### config.mk
export PLATFORM = sky130hd
export DESIGN_NAME = supervisor_watchdog_reset
export DESIGN_NICKNAME = d
export VERILOG_FILES = /design/src/design/swd_pkg.sv /design/src/design/swd_edge_detect.sv /design/src/design/swd_reset_hold.sv /design/src/design/supervisor_watchdog_reset.sv
export SDC_FILE = /design/constraint.sdc
export NUM_CORES = 1
export LEC_CHECK = 0
export ABC_AREA = 0
export BUFFER_PORTS_ARGS = -buffer_cell sky130_fd_sc_hd__buf_4
export CORE_UTILIZATION = 52
export DETAILED_ROUTE_END_ITERATION = 7
export PLACE_DENSITY = 0.69
export SYNTH_ARGS = -nofsm -noshare
export SYNTH_HDL_FRONTEND = slang
export SYNTH_SLANG_ARGS = --single-unit
### constraint.sdc
create_clock -name sys_clk -period 22.8 [get_ports sys_clk]
set_clock_uncertainty 0.05 [all_clocks]
set_input_delay 0 -clock sys_clk [delete_from_list [all_inputs] [get_ports sys_clk]]
set_output_delay 0 -clock sys_clk [all_outputs]
set_load 0.02 [all_outputs]
### src/design/swd_pkg.sv
/*
  Constants, field layouts and types for the reset-and-watchdog supervisor.
  Assumes a 25 MHz system clock; all periods are derived as cycle counts.
*/
`default_nettype none
package swd_pkg;

  // ----------------------------------------------------------------
  // Clock and time scales
  // ----------------------------------------------------------------
  localparam int unsigned CLK_PERIOD_NS = 40;
  // Basic timeout and hold: 4.94 ms per nF of setting
  localparam int unsigned BASIC_SCALE_NS = 4_940_000;
  // Window maximum: 0.65 s per nF of setting
  localparam int unsigned WIN_SCALE_NS = 650_000_000;
  localparam logic [31:0] BASIC_CYC_PER_UNIT =
    32'(BASIC_SCALE_NS / CLK_PERIOD_NS);
  localparam logic [31:0] WIN_CYC_PER_UNIT =
    32'(WIN_SCALE_NS / CLK_PERIOD_NS);

  // ----------------------------------------------------------------
  // Widths and multipliers
  // ----------------------------------------------------------------
  localparam int SET_W = 16;
  localparam int CNT_W = 48;
  localparam int ADDR_W = 12;
  localparam int EXTEND_SHIFT = 7;
  localparam logic [2:0] RATIO8_SHIFT = 3'h3;
  localparam logic [2:0] RATIO16_SHIFT = 3'h4;
  localparam logic [2:0] RATIO64_SHIFT = 3'h6;

  // ----------------------------------------------------------------
  // Register map
  // ----------------------------------------------------------------
  localparam logic [ADDR_W-1:0] ADDR_CTRL = 12'h000;
  localparam logic [ADDR_W-1:0] ADDR_WDT_SET = 12'h004;
  localparam logic [ADDR_W-1:0] ADDR_HOLD_SET = 12'h008;
  localparam logic [ADDR_W-1:0] ADDR_STATUS = 12'h00C;
  localparam int CTRL_EXT_BIT = 0;
  localparam int CTRL_SEL_A_BIT = 1;
  localparam int CTRL_SEL_B_BIT = 2;
  localparam int STAT_RESET_BIT = 0;
  localparam int STAT_WD_EN_BIT = 1;
  localparam int STAT_FAST_BIT = 2;
  localparam int STAT_SLOW_BIT = 3;
  localparam int STAT_TIMEOUT_BIT = 4;
  localparam logic [2:0] CTRL_RST = 3'h0;
  localparam logic [SET_W-1:0] WDT_SET_RST = 16'h0000;
  localparam logic [SET_W-1:0] HOLD_SET_RST = 16'h0001;

  // ----------------------------------------------------------------
  // Types
  // ----------------------------------------------------------------
  typedef struct packed {
    logic window_select_b;
    logic window_select_a;
    logic extend_select;
  } ctrl_s;

  typedef struct packed {
    logic timeout;
    logic slow;
    logic fast;
  } fault_s;

  typedef enum logic {WD_IDLE, WD_RUN} wd_state_e;

endpackage : swd_pkg
`default_nettype wire

### src/design/swd_edge_detect.sv
/*
  Edge detector: one-cycle rise and fall pulses of a level input.
  Assumes the input is synchronous to sys_clk.
*/
`timescale 1ns/1ns
`default_nettype none
module swd_edge_detect
(
  // Clock and reset
  input wire logic sys_clk,
  input wire logic arst_n,
  input wire logic clk_en,
  // Level and its edges
  input wire logic level,
  output logic rise,
  output logic fall
);

  logic prev_reg;

  // ----------------------------------------------------------------
  // Previous level
  // ----------------------------------------------------------------
  // Low at reset so a high level never looks like a falling edge
  always_ff @(posedge sys_clk or negedge arst_n)
  begin
    if (!arst_n)
      prev_reg <= 1'b0;
    else if (clk_en)
      prev_reg <= level;
  end

  assign rise = clk_en & level & ~prev_reg;
  assign fall = clk_en & ~level & prev_reg;

endmodule : swd_edge_detect
`default_nettype wire

### src/design/swd_reset_hold.sv
/*
  Reset hold timer: active while a cause stands or a trigger hits,
  then for hold_cycles more. Assumes synchronous inputs.
*/
`timescale 1ns/1ns
`default_nettype none
module swd_reset_hold
  import swd_pkg::*;
(
  // Clock and reset
  input wire logic sys_clk,
  input wire logic arst_n,
  input wire logic clk_en,
  // Causes
  input wire logic cause,
  input wire logic trigger,
  input wire logic [CNT_W-1:0] hold_cycles,
  // Result
  output logic reset_active
);

  logic [CNT_W-1:0] cnt_reg;

  // ----------------------------------------------------------------
  // Hold counter
  // ----------------------------------------------------------------
  // Starts active so power-up gets a full hold
  always_ff @(posedge sys_clk or negedge arst_n)
  begin
    if (!arst_n)
    begin
      reset_active <= 1'b1;
      cnt_reg <= '0;
    end
    else if (clk_en)
    begin
      if (cause || trigger)
      begin
        reset_active <= 1'b1;
        cnt_reg <= '0;
      end
      else if (reset_active)
      begin
        // A zero hold still gives one cycle
        if (cnt_reg + 1'b1 >= hold_cycles)
          reset_active <= 1'b0;
        else
          cnt_reg <= cnt_reg + 1'b1;
      end
    end
  end

endmodule : swd_reset_hold
`default_nettype wire

### src/design/supervisor_watchdog_reset.sv
/*
  Reset-and-watchdog supervisor with an APB register slave.
  Assumes all pin inputs synchronous to sys_clk (25 MHz).
*/
// Decided for this implementation: the register addresses and register access over APB.
`timescale 1ns/1ns
`default_nettype none
module supervisor_watchdog_reset
  import swd_pkg::*;
#(
  parameter bit WINDOWED = 1'b0,
  parameter logic [31:0] BASIC_CYC = BASIC_CYC_PER_UNIT,
  parameter logic [31:0] WIN_CYC = WIN_CYC_PER_UNIT
)
(
  // Clock, reset and enable
  input wire logic sys_clk,
  input wire logic arst_n,
  input wire logic clk_en,
  // APB slave
  input wire logic psel,
  input wire logic penable,
  input wire logic pwrite,
  input wire logic [ADDR_W-1:0] paddr,
  input wire logic [31:0] pwdata,
  output logic [31:0] prdata,
  output logic pready,
  output logic pslverr,
  // Reset causes
  input wire logic supply_undervoltage,
  input wire logic aux_voltage_low,
  input wire logic manual_reset_n,
  // Processor side
  input wire logic watchdog_kick_input,
  output logic reset_out_n
);

  // ----------------------------------------------------------------
  // Declarations
  // ----------------------------------------------------------------
  ctrl_s ctrl_reg;
  logic [SET_W-1:0] watchdog_timing_setting;
  logic [SET_W-1:0] reset_hold_setting;
  fault_s fault_reg;
  fault_s fault_now;
  logic [31:0] prdata_reg;
  logic [31:0] rd_data;
  logic mapped;
  logic setup_rd;
  logic wr_en;
  logic reset_active;
  logic reset_cause;
  logic wd_fault;
  logic kick_rise;
  logic kick_fall;
  logic ext_rise;
  logic ext_fall;
  logic ext_change;
  logic wd_enabled;
  logic [2:0] ratio_shift;
  logic [CNT_W-1:0] basic_period;
  logic [CNT_W-1:0] timeout_period;
  logic [CNT_W-1:0] window_max_period;
  logic [CNT_W-1:0] window_min_period;
  logic [CNT_W-1:0] reset_hold_period;
  logic [CNT_W-1:0] timer_reg;
  wd_state_e state_reg;

  // ----------------------------------------------------------------
  // APB decode
  // ----------------------------------------------------------------
  always_comb
  begin
    mapped = 1'b1;
    rd_data = 32'h0000_0000;
    if (paddr == ADDR_CTRL)
      rd_data = {29'h0000_0000, ctrl_reg};
    else if (paddr == ADDR_WDT_SET)
      rd_data = {16'h0000, watchdog_timing_setting};
    else if (paddr == ADDR_HOLD_SET)
      rd_data = {16'h0000, reset_hold_setting};
    else if (paddr == ADDR_STATUS)
    begin
      rd_data[STAT_RESET_BIT] = reset_active;
      rd_data[STAT_WD_EN_BIT] = wd_enabled;
      rd_data[STAT_FAST_BIT] = fault_reg.fast;
      rd_data[STAT_SLOW_BIT] = fault_reg.slow;
      rd_data[STAT_TIMEOUT_BIT] = fault_reg.timeout;
    end
    else
      mapped = 1'b0;
  end

  // Frozen enable stalls the access phase rather than dropping it
  assign pready = psel & penable & clk_en;
  assign pslverr = pready & ~mapped;
  assign setup_rd = psel & ~penable & ~pwrite;
  assign wr_en = pready & pwrite & mapped;
  assign prdata = prdata_reg;

  // Read data captured in the setup cycle
  always_ff @(posedge sys_clk or negedge arst_n)
  begin
    if (!arst_n)
      prdata_reg <= 32'h0000_0000;
    else if (clk_en && setup_rd)
      prdata_reg <= rd_data;
  end

  // ----------------------------------------------------------------
  // Control and settings registers
  // ----------------------------------------------------------------
  always_ff @(posedge sys_clk or negedge arst_n)
  begin
    if (!arst_n)
      ctrl_reg <= CTRL_RST;
    else if (wr_en && paddr == ADDR_CTRL)
    begin
      ctrl_reg.extend_select <= pwdata[CTRL_EXT_BIT];
      ctrl_reg.window_select_a <= pwdata[CTRL_SEL_A_BIT];
      ctrl_reg.window_select_b <= pwdata[CTRL_SEL_B_BIT];
    end
  end

  always_ff @(posedge sys_clk or negedge arst_n)
  begin
    if (!arst_n)
      watchdog_timing_setting <= WDT_SET_RST;
    else if (wr_en && paddr == ADDR_WDT_SET)
      watchdog_timing_setting <= pwdata[SET_W-1:0];
  end

  always_ff @(posedge sys_clk or negedge arst_n)
  begin
    if (!arst_n)
      reset_hold_setting <= HOLD_SET_RST;
    else if (wr_en && paddr == ADDR_HOLD_SET)
      reset_hold_setting <= pwdata[SET_W-1:0];
  end

  // ----------------------------------------------------------------
  // Sticky fault flags
  // ----------------------------------------------------------------
  // Write one to clear; a fault in the same cycle wins
  always_ff @(posedge sys_clk or negedge arst_n)
  begin
    if (!arst_n)
      fault_reg <= '0;
    else if (clk_en)
    begin
      if (wr_en && paddr == ADDR_STATUS)
      begin
        fault_reg.fast <= fault_now.fast
          | (fault_reg.fast & ~pwdata[STAT_FAST_BIT]);
        fault_reg.slow <= fault_now.slow
          | (fault_reg.slow & ~pwdata[STAT_SLOW_BIT]);
        fault_reg.timeout <= fault_now.timeout
          | (fault_reg.timeout & ~pwdata[STAT_TIMEOUT_BIT]);
      end
      else
        fault_reg <= fault_reg | fault_now;
    end
  end

  // ----------------------------------------------------------------
  // Period arithmetic
  // ----------------------------------------------------------------
  // settings times cycles per unit
  assign basic_period = CNT_W'(watchdog_timing_setting)
    * CNT_W'(BASIC_CYC);
  assign window_max_period = CNT_W'(watchdog_timing_setting)
    * CNT_W'(WIN_CYC);
  assign reset_hold_period = CNT_W'(reset_hold_setting)
    * CNT_W'(BASIC_CYC);

  assign timeout_period = ctrl_reg.extend_select
    ? (basic_period << EXTEND_SHIFT) : basic_period;

  always_comb
  begin
    case ({ctrl_reg.window_select_a, ctrl_reg.window_select_b})
      2'b00: ratio_shift = RATIO8_SHIFT;
      2'b01: ratio_shift = RATIO16_SHIFT;
      2'b11: ratio_shift = RATIO64_SHIFT;
      default: ratio_shift = 3'h0;
    endcase
  end

  // minimum is the maximum over the strapped ratio
  assign window_min_period = window_max_period >> ratio_shift;

  // zero setting disables; strap code disables
  assign wd_enabled = (watchdog_timing_setting != '0)
    && !(WINDOWED && ctrl_reg.window_select_a
    && !ctrl_reg.window_select_b);

  // ----------------------------------------------------------------
  // Edge detection
  // ----------------------------------------------------------------
  swd_edge_detect u_kick_edge
  (
    .sys_clk(sys_clk),
    .arst_n(arst_n),
    .clk_en(clk_en),
    .level(watchdog_kick_input),
    .rise(kick_rise),
    .fall(kick_fall)
  );

  swd_edge_detect u_ext_edge
  (
    .sys_clk(sys_clk),
    .arst_n(arst_n),
    .clk_en(clk_en),
    .level(ctrl_reg.extend_select),
    .rise(ext_rise),
    .fall(ext_fall)
  );

  assign ext_change = ext_rise | ext_fall;

  // ----------------------------------------------------------------
  // Fault detection
  // ----------------------------------------------------------------
  // Evaluated only while running, so reset-time kicks never count
  // kicks ignored in reset
  always_comb
  begin
    fault_now = '0;
    if (state_reg == WD_RUN && !reset_active && wd_enabled)
    begin
      if (WINDOWED)
      begin
        // too early or too late
        // Timer trails the kick gap by one cycle
        if (kick_fall
          && timer_reg + 1'b1 < window_min_period)
          fault_now.fast = 1'b1;
        else if (!kick_fall && timer_reg + 1'b1 >= window_max_period)
          fault_now.slow = 1'b1;
      end
      else if (!kick_rise && !kick_fall && !ext_change
        && timer_reg + 1'b1 >= timeout_period)
        fault_now.timeout = 1'b1;
    end
  end

  assign wd_fault = |fault_now;

  // ----------------------------------------------------------------
  // Watchdog timer
  // ----------------------------------------------------------------
  always_ff @(posedge sys_clk or negedge arst_n)
  begin
    if (!arst_n)
    begin
      state_reg <= WD_IDLE;
      timer_reg <= '0;
    end
    else if (clk_en)
    begin
      case (state_reg)
        WD_IDLE:
        begin
          timer_reg <= '0;
          if (!reset_active && wd_enabled)
            state_reg <= WD_RUN;
        end
        default:
        begin
          // reset or fault clears and idles the timer
          if (reset_active || wd_fault || !wd_enabled)
          begin
            state_reg <= WD_IDLE;
            timer_reg <= '0;
          end
          // valid falling kick restarts the window
          else if (WINDOWED && kick_fall)
            timer_reg <= '0;
          // any kick edge; extend select change
          else if (!WINDOWED && (kick_rise || kick_fall || ext_change))
            timer_reg <= '0;
          else
            timer_reg <= timer_reg + 1'b1;
        end
      endcase
    end
  end

  // ----------------------------------------------------------------
  // Reset output
  // ----------------------------------------------------------------
  // level causes
  assign reset_cause = supply_undervoltage | aux_voltage_low
    | ~manual_reset_n;

  // hold after causes clear; fault pulse of hold length
  swd_reset_hold u_hold
  (
    .sys_clk(sys_clk),
    .arst_n(arst_n),
    .clk_en(clk_en),
    .cause(reset_cause),
    .trigger(wd_fault),
    .hold_cycles(reset_hold_period),
    .reset_active(reset_active)
  );

  // kicks have no effect while this is low
  assign reset_out_n = ~reset_active;

endmodule : supervisor_watchdog_reset
`default_nettype wire

# Yosys cells after proc, flatten, opt, wreduce, memory -nomap -nowiden
# Cells that the tools add are included.
dict set report totals {
  regBits 170
  latchBits 0
  ram_bits 0
  rom_bits 0
  wordCells 110
  mem_count 0
}
dict set report op_classes {
  add_sub_neg 2
  n_mul 2
  n_div 0
  magnitude_cmp 2
  n_eq_ne 4
  shift 0
  n_mux 25
  bitwise 35
  reduce_logical 25
}
# operator n
set ops {}
lappend ops {{2-to-1 mux 48 bit} 6}
lappend ops {{adder 48 x 1 -> 48 bit, second input constant} 2}
lappend ops {{2-to-1 mux 32 bit} 2}
lappend ops {{multiplier 16 x 15 -> 31 bit, second input constant} 2}
lappend ops {{>= comparator 48 x 33 -> 1 bit} 1}
lappend ops {{>= comparator 48 x 40 -> 1 bit} 1}
lappend ops {{2-to-1 mux 40 bit} 1}
lappend ops {{== test 12 x 4 -> 1 bit, second input constant} 2}
lappend ops {{AND 1 bit} 18}
lappend ops {{nonzero test 16 bit} 1}
lappend ops {{== test 12 x 3 -> 1 bit, second input constant} 1}
lappend ops {{zero test 12 bit} 1}
lappend ops {{2-to-1 mux 1 bit} 12}
lappend ops {{inverter 1 bit} 12}
lappend ops {{logical AND 1 bit} 11}
lappend ops {{2-to-1 mux 11 bit} 1}
lappend ops {{2-to-1 mux 5 bit} 2}
lappend ops {{zero test 1 bit} 5}
lappend ops {{logical OR 1 bit} 5}
lappend ops {{bitwise OR 1 bit} 4}
lappend ops {{2-to-1 mux 3 bit} 1}
lappend ops {{bitwise OR 3 bit} 1}
lappend ops {{AND reduction 3 bit} 1}
lappend ops {{!= test 2 x 1 -> 1 bit, second input constant} 1}
lappend ops {{nonzero test 2 bit} 1}

# Depth between registers and ports, before layout
dict set report depth {
  word_depth 13
  ltp_mapped 36
  mapped_depth_nobuf 35
}

# Cells and area by module
# A second synthesis with hierarchy kept.
dict set report hier_totals {
  cells_unflattened 2157
  area_unflattened_um2 20085.5
}
# mod instances cells_per_inst area_per_inst_um2 seq_area_each_um2
set modules_own_cells {}
lappend modules_own_cells {supervisor_watchdog_reset 1 1638 15591.2 2578.7}
lappend modules_own_cells {swd_reset_hold 1 511 4374.2 1227.4}
lappend modules_own_cells {swd_edge_detect 2 4 60.1 25.0}

# Worst setup path after synthesis
# OpenSTA, ideal clock, no wires.
dict set report synth_path {
  path_kind {reg2reg}
  startpoint {reg watchdog_timing_setting[2]}
  endpoint {reg u_hold.cnt_reg[16]}
  setup_ps 74
  arrival_ps 8200
  slack_ps 14476
  stages_incl_launch_ff 37
  period_less_slack_ps 8324
  path_cell_list {dfrtp_1 inv_1 fa_1 inv_1 fa_1 fa_1 inv_1 fa_1 inv_1 fa_1 inv_1 fa_1 inv_1 ha_1 clkbuf_1 a211oi_1 a22oi_1 a41oi_1 o21ai_0 a221oi_1 o21bai_1 a21oi_1 xor2_1 nor2_1 a21oi_1 ha_1 a21o_1 a21o_1 a211oi_1 o21bai_1 a21o_1 a2111oi_4 a311oi_2 or2_1 o21a_2 buf_6 o21ai_2}
}
dict set report synth_via {
  elab_chain_len 9
  word_cells_on_any_way 13
  cone_classes {mul (1); order compare (1); eq/ne (1); mux (4); reduce/logical (6)}
}
# item line
set synth_rtl {}
lappend synth_rtl {{start: declaration} supervisor_watchdog_reset.sv:42} ;# logic [SET_W-1:0] watchdog_timing_setting;
lappend synth_rtl {{start signal: assignment} supervisor_watchdog_reset.sv:130} ;# watchdog_timing_setting <= pwdata[SET_W-1:0];
lappend synth_rtl {{multiplier 16 x 15 -> 31 bit} supervisor_watchdog_reset.sv:170} ;# * CNT_W'(BASIC_CYC);
lappend synth_rtl {{2-to-1 mux 40 bit} supervisor_watchdog_reset.sv:177} ;# ? (basic_period << EXTEND_SHIFT) : basic_period;
lappend synth_rtl {{>= comparator 48 x 40 -> 1 bit} supervisor_watchdog_reset.sv:243} ;# && timer_reg + 1'b1 >= timeout_period)
lappend synth_rtl {{logical AND 1 bit} supervisor_watchdog_reset.sv:243}
lappend synth_rtl {{2-to-1 mux 1 bit} supervisor_watchdog_reset.sv:242} ;# else if (!kick_rise && !kick_fall && !ext_change
lappend synth_rtl {{2-to-1 mux 1 bit *} supervisor_watchdog_reset.sv:230} ;# if (state_reg == WD_RUN && !reset_active && wd_enabled)
lappend synth_rtl {{logical OR 1 bit *} swd_reset_hold.sv:37} ;# if (cause || trigger)
lappend synth_rtl {{!= test 2 x 1 -> 1 bit (no line) / nonzero test 2 bit (equally long branches)} -}
lappend synth_rtl {{AND reduction 3 bit (no line)} -}
lappend synth_rtl {{end signal: assignment} swd_reset_hold.sv:48} ;# cnt_reg <= cnt_reg + 1'b1;
lappend synth_rtl {{end: declaration} swd_reset_hold.sv:22} ;# logic [CNT_W-1:0] cnt_reg;
# Mark *: on every way between the ends. The rest lies on a longest branch, timed or not.
# A chain may end at the register's enable or synchronous reset.

# Final worst setup path
dict set report layout_path {
  startpoint {reg watchdog_timing_setting[3]}
  endpoint {reg u_hold.cnt_reg[15]}
}
# Same word-level chain as after synthesis.

==> out/summary.log <==
[run_status] result of the run finished clean
[power] combinational power share 0.119
[detailed_routing] sum of routed wire length over all layers 45000 um
[floorplan] Die Area 0.0379 sq mm
[cts] deepest level of the CTS H-tree 4
[power] part of the power in the clock network 0.467
[global_route] gr usage total 0.250
[placed_design] setup slack at placement 13.09 ns
[sta] Final WS setup 13.05 ns
[yosys] dominant cell by count in the synthesized netlist ha_1
[final_layout] end-of-flow core utilization 0.575
[floorplan] initial core utilization 0.528
[run] number of violations of the max-capacitance limit 0
[yosys] fraction of registers with async set/reset 1.00
[setup_path] Setup crit start kind flop
[power] Pwr per Cell Area 31.5 mW/mm^2
[sta] Final Max Slew Viols 0
[detailed_routing] Detail Route Antenna Nets 0
[sta] RSZ-0062 raised after global routing false
[yosys] synth unique cells 81
[final_layout] ratio of cells with drive above 1 in the final layout 0.0717
[setup_path] cell with the largest stage delay on the worst path a311oi_2
[placed_design] count of input and output buffers 56
[yosys] mean cell area of the mapped netlist 9.43 sq um
[yosys] number of synthesized register bits 154
[setup_path] kind of cell with the highest combined delay on the critical path compound AO/OA/AOI/OAI gates
[cts] number of buffers created by CTS 17
[min_path] class of the tightest hold or removal check in2reg
[sta] maximum clock rate 103 MHz
[yosys] cell type with the highest aggregate area in the netlist ha_1
[power] Pwr Total 0.664 mW
[final_layout] Diodes inserted 0
[setup_path] required time of the critical path 23.08 ns
[sta] final worst path period need 9.75 ns
[setup_path] Worst Path Max Fanout 14
[power] Reg power frac 0.415
[detailed_routing] Remaining DRCs 0
[setup_path] delay of the slowest critical-path stage 0.60 ns
[sta] worst hold slack 0.0442 ns
[detailed_routing] routed via count 14700
[yosys] Post-synth top flop dfrtp_1
[detailed_routing] first-pass iteration count of the detailed router 7
[power] largest voltage drop on the vdd net 0.0549 mV
[power] Internal 0.481 mW
[sta] final setup violation count 0
[power] Net Switching 0.183 mW
[setup_path] Worst EP arrival 10.03 ns
[power] static power due to leakage 10.4 nW
[floorplan] number of rows in the core area 70
[global_route] via count of the first global-routing pass 15100
[setup_path] count of buffer and inverter cells on the critical path 6
[yosys] EDFF count, synth 0
[sta] final period utilization 0.428
[final_layout] Final Net Count 2647
[setup_path] capturing element type of the critical path flop
[sta] sum of negative setup slack 0 ns
[yosys] Synth top cells by count 317 x ha_1, 292 x inv_1, 168 x fa_1, 167 x nand2_1, 152 x dfrtp_1
[detailed_routing] starting DRC count in detailed routing 818
[detailed_routing] post-DR vias/cell 5.68
[sta] slew at the pin with the worst max-slew slack 0.988 ns
[sta] final hold violation count 0
[global_route] overall overflow remaining after global route 0
[yosys] proportion of netlist area held by the largest area contributor 0.205
[detailed_routing] final routed wire length divided by cell count 17.4 um
[cts] clock tree from TritonCTS done
[cts] clock transition at the registers of the reported paths 0.07 ns
[cts] clock latency at the later pin of the worst-skew pair 0.45 ns
[sta] relative max-transition margin 0.341
[yosys] Syn. warnings 0
[cts] clock sink count 154
[setup_path] category of the critical setup timing path reg2reg
[yosys] synthesized area 0.0193 sq mm
[cts] Clock Tree Buf Depth 2
[cts] root buffer cell clkbuf_16
[floorplan] placeable core region 0.0366 sq mm
[final_layout] Synth-to-Final Area Change 8.93%
[global_route] initial antenna violation count 0
[placed_design] Detailed Place HPWL 35700 um
[floorplan] count of pins on the block boundary 89
[yosys] share of the yosys chip area belonging to registers 0.200
[floorplan] vertical extent of the die 195 um
[global_route] largest net degree at the start of global routing 91
[yosys] Mapped Cells 2048
[global_route] global-route wire length before repair 76200 um
[power] fraction of power spent switching nets 0.275
[yosys] largest cells by area after synthesis ha_1 21%, dfrtp_1 20%, fa_1 17%
[floorplan] die width 195 um
[placed_design] routability-driven placement congestion ratio 0.884
[cts] post-CTS resize count 0
==> stage by stage <==
step,cells,instance area [sq um]
after detailed placement,2527,20100
after global placement,2527,20100
after global routing,2589,21000
after CTS,2589,21000
after floorplan,2063,19400
final,2589,21000
==> power by group through the flow <==
stage | clock [mW] | sequential (mW) | combinational, mW
3_3_place_gp | 0 | 0.280 | 0.0733
6_report | 0.310 | 0.275 | 0.0789
4_1_cts | 0.315 | 0.275 | 0.0789
5_1_grt | 0.328 | 0.275 | 0.0880
3_5_place_dp | 0 | 0.280 | 0.0750
2_1_floorplan | 0 | 0.280 | 0.0506
==> worst reg2reg max path: cells and delay by family (launching register included) <==
kind / cells / cell delay (ns)
flip-flops: 1 / 0.57
buffers and inverters: 6 / 0.50
AND/OR/NAND/NOR: 3 / 0.48
adder cells (fa/ha/maj): 8 / 3.81
XOR/XNOR: 1 / 0.24
multiplexers: 1 / 0.12
AO/OA/AOI/OAI: 14 / 3.86
==> cell families (layout without fill, tap and decap cells) <==
family,after synthesis,in the layout,synth area share
AO/OA/AOI/OAI,371,371,0.129
XOR/XNOR,129,129,0.0585
adder cells (fa/ha/maj),485,485,0.379
buffers and inverters,361,419,0.0748
flip-flops,154,154,0.200
multiplexers,42,42,0.0242
other,1,16,0.000194
AND/OR/NAND/NOR,505,505,0.134
==> placed cells by master, fill, tap and decap left out, types with 31 or more instances in the layout <==
master and instances:
nand4_1 51, nor2_1 83, xor2_1 52, buf_4 63, xnor2_1 77, nand2_1 167
a21oi_1 73, inv_1 292, o21ai_0 84, a22o_1 31, fa_1 168, nand3_1 51
dfrtp_1 152, ha_1 317
==> area by class of cell <==
class,count,area [sq um]
tap,468,586
sequential,154,3860
multi-input combinational,1548,14100
clock inverter,15,205
timing repair buffer,94,785
clock buffer,17,425
inverter,293,1100
fill,3211,15600
==> worst paths after layout <==
kind	startpoint	endpoint	slack, ns	cells past startpoint
min reg2reg	state_reg$_DFFE_PN0P_	state_reg$_DFFE_PN0P_	0.44	1
min in group asynchronous	arst_n	timer_reg[0]$_DFFE_PN0P_	0.12	2
max in group asynchronous	arst_n	watchdog_timing_setting[8]$_DFFE_PN0P_	21.15	3
min	paddr[7]	prdata[4]$_DFFE_PN0P_	0.04	4
max	watchdog_timing_setting[3]$_DFFE_PN0P_	u_hold.cnt_reg[15]$_DFFE_PN0P_	13.05	33
max reg2reg	watchdog_timing_setting[3]$_DFFE_PN0P_	u_hold.cnt_reg[15]$_DFFE_PN0P_	13.05	33
==> layer usage <==
metal  global-route usage  wire length, um
met1                0.327            19600
met2                0.427            22600
met3               0.0389             1700
met4               0.0747             1110
met5                    0                0
==> timing repair <==
item | CTS | global route
setup buffers | 0 | 0
hold buffers | 30 | 0
endpoints found under the hold margin | 134 | 0
No activity file was read; power rests on OpenSTA's default activity.
